--- src/hdl/obd_consts.vh ---
// Offsets, field positions, reset values and timing counts of the option byte decoder
`ifndef OBD_CONSTS_VH
`define OBD_CONSTS_VH

// Register byte offsets
`define OBD_ADDR_OPT 4'h0
`define OBD_ADDR_CMD 4'h4
`define OBD_ADDR_STAT 4'h8
`define OBD_ADDR_CFG 4'hc

// Command and status bit positions
`define OBD_CMD_ERASE 0
`define OBD_STAT_BUSY 0
`define OBD_STAT_PROT 1
`define OBD_STAT_PROG 2
`define OBD_STAT_LOADED 3

// Option byte 0 fields
`define OBD_B0_HALT 7
`define OBD_B0_WDG 6
`define OBD_B0_VD_HI 4
`define OBD_B0_VD_LO 3
`define OBD_B0_PROT 0

// Option byte 1 fields
`define OBD_B1_PKG 7
`define OBD_B1_RESET_LENGTH_SEL 6
`define OBD_B1_OSC_HI 5
`define OBD_B1_OSC_LO 4
`define OBD_B1_RNG_HI 3
`define OBD_B1_RNG_LO 1
`define OBD_B1_PLL 0

// Erased flash content
`define OBD_ERASED 8'hff

// Voltage detect and clock source codes
`define OBD_VD_OFF 2'h3
`define OBD_OSC_RES 2'h0
`define OBD_OSC_RSVD 2'h1
`define OBD_OSC_RC 2'h2
`define OBD_OSC_EXT 2'h3

// Decoded configuration bundle
`define OBD_CFG_W 19
`define OBD_CF_HALT 0
`define OBD_CF_WDG_HW 1
`define OBD_CF_LVD 2
`define OBD_CF_AVD 3
`define OBD_CF_THR_LO 4
`define OBD_CF_THR_HI 5
`define OBD_CF_PROT 6
`define OBD_CF_PKG 7
`define OBD_CF_PULLUP 8
`define OBD_CF_RST_LONG 9
`define OBD_CF_RES 10
`define OBD_CF_RC 11
`define OBD_CF_EXT 12
`define OBD_CF_RSVD 13
`define OBD_CF_RNG_LO 14
`define OBD_CF_RNG_HI 16
`define OBD_CF_CUR 17
`define OBD_CF_PLL 18
`define OBD_CFG_RST 19'h1d0b1

// Reset phase lengths in CPU cycles
`define OBD_RST_LONG 13'h1000
`define OBD_RST_SHORT 13'h0100

`endif

--- src/hdl/obd_cfg_hold.v ---
// Static configuration hold register, loaded once after reset
module obd_cfg_hold #(
  parameter W = 8,
  parameter [W-1:0] RST = {W{1'b0}}
) (
  // Clock and reset
  input wire clk,
  input wire rst_n,
  // Load strobe and data
  input wire load,
  input wire [W-1:0] d,
  output reg [W-1:0] q
);

  always @(posedge clk or negedge rst_n) begin
    if (!rst_n) begin
      q <= RST;
    end else if (load) begin
      q <= d;
    end
  end

endmodule

--- src/hdl/obd_option_decoder.v ---
// Option byte store, AHB-Lite access and static configuration decoder
//
// The implementer's own choices: the address map and the AHB-Lite slave port.
`include "obd_consts.vh"

module obd_option_decoder #(
  parameter MASK_ROM = 0
) (
  // Clock and resets
  input wire hclk,
  input wire hresetn,
  input wire por_n,
  // AHB-Lite slave
  input wire hsel,
  input wire [31:0] haddr,
  input wire [1:0] htrans,
  input wire hwrite,
  input wire [2:0] hsize,
  input wire [31:0] hwdata,
  input wire hready,
  output wire hreadyout,
  output wire hresp,
  output reg [31:0] hrdata,
  // Device straps and programming mode
  input wire prog_mode,
  input wire part_64pin,
  // User memory erase handshake
  output wire user_mem_erase_req,
  input wire user_mem_erase_done,
  // Watchdog and reset sequencer
  output wire halt_entry_reset_en,
  output wire watchdog_hw_en,
  output wire [12:0] reset_len_cycles,
  // Voltage detectors
  output wire low_supply_detector_en,
  output wire auxiliary_supply_detector_en,
  output wire [1:0] voltage_detect_sel,
  // Flash protection
  output wire readout_protect_en,
  output wire flash_write_block,
  // Package and pads
  output wire package_sel_hi,
  output wire unbonded_pad_pullup,
  // Oscillator and doubler
  output wire osc_resonator_sel,
  output wire osc_rc_sel,
  output wire osc_external_sel,
  output wire osc_reserved_sel,
  output wire [2:0] osc_freq_range_sel,
  output wire osc_range_is_current,
  output wire clock_doubler_en
);

  localparam [2:0] ST_IDLE = 3'b001;
  localparam [2:0] ST_MEM_ERASE = 3'b010;
  localparam [2:0] ST_OPT_ERASE = 3'b100;

  reg [7:0] opt0_reg;
  reg [7:0] opt1_reg;
  reg [2:0] state_reg;
  reg [2:0] state_next;
  reg loaded_reg;
  reg dph_write_reg;
  reg dph_word_reg;
  reg [3:0] dph_addr_reg;
  reg [31:0] rdata_next;
  reg [`OBD_CFG_W-1:0] cfg_next;
  wire [`OBD_CFG_W-1:0] cfg;
  wire addr_phase;
  wire busy;
  wire store_protected;
  wire dph_opt_hit;
  wire dph_cmd_hit;
  wire opt_write;
  wire erase_cmd;
  wire [1:0] vd_code;
  wire [1:0] osc_code;

  // Zero wait state slave, always OKAY
  assign hreadyout = 1'b1;
  assign hresp = 1'b0;

  assign addr_phase = hsel & htrans[1] & hready;
  assign busy = (state_reg != ST_IDLE);

  // Mask parts keep the protection bit with the opposite sense
  generate
    if (MASK_ROM != 0) begin : g_mask_sense
      assign store_protected = opt0_reg[`OBD_B0_PROT];
    end else begin : g_flash_sense
      assign store_protected = ~opt0_reg[`OBD_B0_PROT];
    end
  endgenerate

  // Only whole-word writes reach the store and the command
  assign dph_opt_hit = dph_write_reg & dph_word_reg & (dph_addr_reg == `OBD_ADDR_OPT);
  assign dph_cmd_hit = dph_write_reg & dph_word_reg & (dph_addr_reg == `OBD_ADDR_CMD);

  // Option bytes only reachable in programming mode
  assign opt_write = dph_opt_hit & prog_mode & ~busy;
  assign erase_cmd = dph_cmd_hit & prog_mode & hwdata[`OBD_CMD_ERASE] & ~busy;

  // Data phase tracking
  always @(posedge hclk or negedge hresetn) begin
    if (!hresetn) begin
      dph_write_reg <= 1'b0;
      dph_word_reg <= 1'b0;
      dph_addr_reg <= 4'h0;
    end else if (hready) begin
      dph_write_reg <= addr_phase & hwrite;
      dph_word_reg <= (hsize == 3'h2);
      dph_addr_reg <= haddr[3:0];
    end
  end

  // Read data captured in the address phase so hrdata comes from a flop
  always @* begin
    rdata_next = 32'h0000_0000;
    case (haddr[3:0])
      `OBD_ADDR_OPT: begin
        if (prog_mode) begin
          rdata_next = {16'h0000, opt1_reg, opt0_reg};
        end
      end
      `OBD_ADDR_STAT: begin
        rdata_next[`OBD_STAT_BUSY] = busy;
        rdata_next[`OBD_STAT_PROT] = store_protected;
        rdata_next[`OBD_STAT_PROG] = prog_mode;
        rdata_next[`OBD_STAT_LOADED] = loaded_reg;
      end
      `OBD_ADDR_CFG: begin
        rdata_next = {13'h0000, cfg};
      end
      default: begin
        rdata_next = 32'h0000_0000;
      end
    endcase
  end

  always @(posedge hclk or negedge hresetn) begin
    if (!hresetn) begin
      hrdata <= 32'h0000_0000;
    end else if (addr_phase & ~hwrite) begin
      hrdata <= rdata_next;
    end
  end

  // Erase sequencer
  always @* begin
    state_next = state_reg;
    case (state_reg)
      ST_IDLE: begin
        if (erase_cmd) begin
          if (store_protected) begin
            state_next = ST_MEM_ERASE;
          end else begin
            state_next = ST_OPT_ERASE;
          end
        end
      end
      ST_MEM_ERASE: begin
        if (user_mem_erase_done) begin
          state_next = ST_OPT_ERASE;
        end
      end
      ST_OPT_ERASE: begin
        state_next = ST_IDLE;
      end
      default: begin
        state_next = ST_IDLE;
      end
    endcase
  end

  always @(posedge hclk or negedge hresetn) begin
    if (!hresetn) begin
      state_reg <= ST_IDLE;
    end else begin
      state_reg <= state_next;
    end
  end

  assign user_mem_erase_req = (state_reg == ST_MEM_ERASE);

  // Non-volatile store: survives hresetn, only power-on or the option erase state sets it to erased
  always @(posedge hclk or negedge por_n) begin
    if (!por_n) begin
      opt0_reg <= `OBD_ERASED;
      opt1_reg <= `OBD_ERASED;
    end else if (state_reg == ST_OPT_ERASE) begin
      opt0_reg <= `OBD_ERASED;
      opt1_reg <= `OBD_ERASED;
    end else if (opt_write) begin
      // Flash programming can only clear bits
      opt0_reg <= opt0_reg & hwdata[7:0];
      opt1_reg <= opt1_reg & hwdata[15:8];
    end
  end

  // One load in the first cycle after reset release
  always @(posedge hclk or negedge hresetn) begin
    if (!hresetn) begin
      loaded_reg <= 1'b0;
    end else begin
      loaded_reg <= 1'b1;
    end
  end

  assign vd_code = opt0_reg[`OBD_B0_VD_HI:`OBD_B0_VD_LO];
  assign osc_code = opt1_reg[`OBD_B1_OSC_HI:`OBD_B1_OSC_LO];

  // Decode; byte0 bits 5, 2 and 1 are not looked at
  always @* begin
    cfg_next = {`OBD_CFG_W{1'b0}};
    cfg_next[`OBD_CF_HALT] = opt0_reg[`OBD_B0_HALT];
    cfg_next[`OBD_CF_WDG_HW] = ~opt0_reg[`OBD_B0_WDG];
    // Both detectors share one threshold; only code 11 turns them off
    case (vd_code)
      `OBD_VD_OFF: begin
        cfg_next[`OBD_CF_LVD] = 1'b0;
        cfg_next[`OBD_CF_AVD] = 1'b0;
      end
      default: begin
        cfg_next[`OBD_CF_LVD] = 1'b1;
        cfg_next[`OBD_CF_AVD] = 1'b1;
      end
    endcase
    cfg_next[`OBD_CF_THR_HI:`OBD_CF_THR_LO] = vd_code;
    cfg_next[`OBD_CF_PROT] = store_protected;
    cfg_next[`OBD_CF_PKG] = opt1_reg[`OBD_B1_PKG];
    // Large part: 44-pin bonding leaves pads open; small part never bonds all
    cfg_next[`OBD_CF_PULLUP] = part_64pin ? ~opt1_reg[`OBD_B1_PKG] : 1'b1;
    cfg_next[`OBD_CF_RST_LONG] = ~opt1_reg[`OBD_B1_RESET_LENGTH_SEL];
    cfg_next[`OBD_CF_RNG_HI:`OBD_CF_RNG_LO] = opt1_reg[`OBD_B1_RNG_HI:`OBD_B1_RNG_LO];
    // Range steers the current source only behind a resonator
    case (osc_code)
      `OBD_OSC_RES: begin
        cfg_next[`OBD_CF_RES] = 1'b1;
        cfg_next[`OBD_CF_CUR] = 1'b1;
      end
      `OBD_OSC_RC: begin
        cfg_next[`OBD_CF_RC] = 1'b1;
      end
      `OBD_OSC_EXT: begin
        cfg_next[`OBD_CF_EXT] = 1'b1;
      end
      default: begin
        cfg_next[`OBD_CF_RSVD] = 1'b1;
      end
    endcase
    cfg_next[`OBD_CF_PLL] = ~opt1_reg[`OBD_B1_PLL];
  end

  // Held static until next reset, software writes never reach it
  obd_cfg_hold #(
    .W(`OBD_CFG_W),
    .RST(`OBD_CFG_RST)
  ) u_cfg_hold (
    .clk(hclk),
    .rst_n(hresetn),
    .load(~loaded_reg),
    .d(cfg_next),
    .q(cfg)
  );

  // Watchdog and reset sequencer
  assign halt_entry_reset_en = cfg[`OBD_CF_HALT];
  assign watchdog_hw_en = cfg[`OBD_CF_WDG_HW];
  assign reset_len_cycles = cfg[`OBD_CF_RST_LONG] ? `OBD_RST_LONG : `OBD_RST_SHORT;
  // Voltage detectors
  assign low_supply_detector_en = cfg[`OBD_CF_LVD];
  assign auxiliary_supply_detector_en = cfg[`OBD_CF_AVD];
  assign voltage_detect_sel = cfg[`OBD_CF_THR_HI:`OBD_CF_THR_LO];
  // Flash protection, package and pads
  assign readout_protect_en = cfg[`OBD_CF_PROT];
  assign flash_write_block = cfg[`OBD_CF_PROT];
  assign package_sel_hi = cfg[`OBD_CF_PKG];
  assign unbonded_pad_pullup = cfg[`OBD_CF_PULLUP];
  // Oscillator and doubler
  assign osc_resonator_sel = cfg[`OBD_CF_RES];
  assign osc_rc_sel = cfg[`OBD_CF_RC];
  assign osc_external_sel = cfg[`OBD_CF_EXT];
  assign osc_reserved_sel = cfg[`OBD_CF_RSVD];
  assign osc_freq_range_sel = cfg[`OBD_CF_RNG_HI:`OBD_CF_RNG_LO];
  assign osc_range_is_current = cfg[`OBD_CF_CUR];
  assign clock_doubler_en = cfg[`OBD_CF_PLL];

endmodule

--- config.mk ---
export PLATFORM = sky130hd
export DESIGN_NAME = obd_option_decoder
export DESIGN_NICKNAME = d
export VERILOG_FILES = /design/src/hdl/obd_cfg_hold.v /design/src/hdl/obd_option_decoder.v
export VERILOG_INCLUDE_DIRS = /design/src /design/src/hdl
export SDC_FILE = /design/constraint.sdc
export NUM_CORES = 1
export LEC_CHECK = 0
export BUFFER_PORTS_ARGS = -buffer_cell sky130_fd_sc_hd__buf_2
export CAP_MARGIN = 20
export CORE_MARGIN = 4
export CORE_UTILIZATION = 30
export DETAILED_ROUTE_END_ITERATION = 10
export SLEW_MARGIN = 20
export SYNTH_ARGS = -nofsm -noshare
export SYNTH_HDL_FRONTEND = slang
export SYNTH_HIERARCHICAL = 1
export SYNTH_SLANG_ARGS = --single-unit
--- constraint.sdc ---
create_clock -name hclk -period 1.98 [get_ports hclk]
set_clock_uncertainty 0.05 [all_clocks]
set_input_delay 0.396 -clock hclk [delete_from_list [all_inputs] [get_ports hclk]]
set_output_delay 0.396 -clock hclk [all_outputs]
set_load 0.005 [all_outputs]
==> results.sh <==
export IMPL_synth_common_cells="dfrtp_1 (39), nor2_1 (34), buf_4 (27)"
export IMPL_fin_nets=426
export IMPL_dpl_cell_area_um2=3450
export IMPL_relSlewSlack=0.339
export IMPL_status="complete, no violations"
export IMPL_finalInstanceArea_um2=3650
export IMPL_finalNonFillerCells=486
export IMPL_worstHoldPathType="input pin to asynchronous set/reset pin"
export IMPL_cts_tree="yes"
export IMPL_p_leak_nw=1.77
export IMPL_portBuffers=73
export IMPL_seq_area_frac_synth=0.541
export IMPL_slew_violations=0
export IMPL_path_class="flop to primary output"
export IMPL_rows=36
export IMPL_vias=2149
export IMPL_clkTransAtPathRegs_ps=70
export IMPL_synth_flop_cell="dfrtp_1"
export IMPL_syn_area_um2=3020
export IMPL_drt_initial_drc_count=56
export IMPL_finalSetupViolCount=0
export IMPL_fin_crit_sh=0.871
export IMPL_worstPathCellList="nor3b_1 -> buf_2"
export IMPL_grt_ovfl_total=0
export IMPL_ys_ff_latch=64
export IMPL_dp_hpwl_mm=5.42
export IMPL_worst_pin_slew_ps=990
export IMPL_whs_ps=182
export IMPL_yosysMostFrequentCell="dfrtp_1"
export IMPL_final_hold_viol_count=0
export IMPL_rsz0062_at_grt="no"
export IMPL_yosys_warnings=6
export IMPL_crit_slowest_cell="dfrtp_1"
export IMPL_cp_start_kind="flop"
export IMPL_cp_top_family="flip-flops"
export IMPL_antenna_found_initial=0
export IMPL_num_io_pins=145
export IMPL_synth_cells=270
export IMPL_timing_rr_end="state_reg[1]"
export IMPL_diodes=0
export IMPL_ctsResizeCount=0
export IMPL_cap_viol_max_count=0
export IMPL_reg_top3="hrdata x19, u_cfg_hold/q x19"
export IMPL_worst_setup_path_end_kind="primary output"
export IMPL_core_area_um2=9770
export IMPL_dp_cells=469
export IMPL_area_growth_pct=20.9
export IMPL_synth_area_leaders="dfrtp_1 (32%), dfstp_2 (22%), buf_4 (6.7%)"
export IMPL_pre_cts_slack_ps=71.9
export IMPL_async_flop_share=1.00
export IMPL_drive_above_1_share=0.422
export IMPL_die_area_um2=11700
export IMPL_avgSynthCellArea_um2=11.2
export IMPL_cts_buffers=9
export IMPL_grt_total_usage=0.126
export IMPL_synth_top_area_share=0.323
export IMPL_cts_sinks=64
export IMPL_fmax_mhz=580
export IMPL_clockBufferDepth=2
export IMPL_crit_fanout=4
export IMPL_htreeDepth=3
export IMPL_setup_ws_ps=256
export IMPL_drc=0
export IMPL_finalWeightedCongestion=0.754
export IMPL_worstPathRequired_ps=1530
export IMPL_timing_final_crit_period_ps=1720
export IMPL_die_h_um=108
export IMPL_tns_ps=0
export IMPL_rr_startpoint="state_reg[0]"
export IMPL_grt_pass1_vias=2133
export IMPL_critical_path_max_stage_delay_ps=380
export IMPL_start_util=0.309
export IMPL_cts_setup_buffers=0
export IMPL_synth_edff_count=0
export IMPL_cts_hold_buffers=1
export IMPL_die_width_um=108
export IMPL_clk_latency_ps=330
export IMPL_yosys_area_top_type="dfrtp_1"
export IMPL_ys_types=38
export IMPL_dr_pass1_iters=4
export IMPL_grt_first_pass_wirelength_mm=11.3
export IMPL_worst_path_buf_inv=1
export IMPL_wl_per_cell_um=14.8
export IMPL_root_buffer="clkbuf_8"
export IMPL_final_antenna_net_count=0
export IMPL_r2r_slack_ps=350
export IMPL_vias_per_cell=4.42
export IMPL_vdd_drop_max_uv=319
export IMPL_powerDensity_nw_per_um2=765
export IMPL_reg2regPathDepth=4
export IMPL_routed_wl_mm=7.18
export IMPL_cp_arrival_ps=1280
export IMPL_grt_start_max_net_pins=25
-- cells in the final DEF, fill, tap and decap left out, types with 4 or more instances in the layout --
| master | n |
|---|---|
| buf_2 | 73 |
| dfrtp_1 | 39 |
| nor2_1 | 34 |
| conb_1 | 27 |
| dfstp_2 | 25 |
| nand2_1 | 17 |
| a21oi_1 | 17 |
| o21ai_0 | 15 |
| mux2_2 | 13 |
| a32oi_1 | 12 |
| clkbuf_8 | 10 |
| mux2_4 | 10 |
| inv_1 | 9 |
| buf_4 | 7 |
| nor2b_1 | 4 |
| a32o_1 | 4 |
-- worst max path at each step --
stage | startpoint | slack (ps) | depth (start not counted) | endpoint
2_1_floorplan | state_reg[0] | 360 | 4 | opt0_reg[2]
3_3_place_gp | prog_mode | 80 | 4 | hrdata[5]
3_5_place_dp | prog_mode | 70 | 4 | hrdata[5]
4_1_cts | state_reg[1] | 220 | 2 | user_mem_erase_req
5_1_grt | state_reg[1] | 160 | 2 | user_mem_erase_req
6_report | state_reg[1] | 260 | 2 | user_mem_erase_req
-- where the power goes --
part	total (mW)	switching, mW	internal (mW)
logic	0.290	0.153	0.137
registers	1.45	0.0611	1.39
clock network	1.05	0.491	0.563
total	2.79	0.705	2.09
-- logic make-up (layout without fill, tap and decap cells) --
kind of cell,count (synthesis),after routing,share of synthesized area
flops,64,64,0.541
mux,24,24,0.102
other cells,2,27,0.00249
compound gates,57,57,0.125
simple gates,73,73,0.123
buf+inv,50,108,0.107
-- area by class of cell --
cell class	instances	area, um2
fill	1029	6120
multi-input combinational	181	1160
clock buffer	12	166
tap	133	166
timing repair buffer	83	468
sequential	64	1630
clock inverter	4	26.3
inverter	9	33.8
-- per-layer routing --
metal	track usage	wire, um	up-vias
li1	-	-	1046
met4	0.0622	131	0
met2	0.199	3460	57
met3	0.0287	386	9
met5	0	0	-
met1	0.163	3200	1037
-- per-stage QoR --
stage / power [mW] / utilization
6_report: 2.79 / 0.373
5_1_grt: 2.94 / 0.373
3_3_place_gp: 1.76 / 0.353
3_5_place_dp: 1.76 / 0.353
4_1_cts: 2.82 / 0.373
2_1_floorplan: 1.65 / -
No activity file was read; power rests on OpenSTA's default activity.
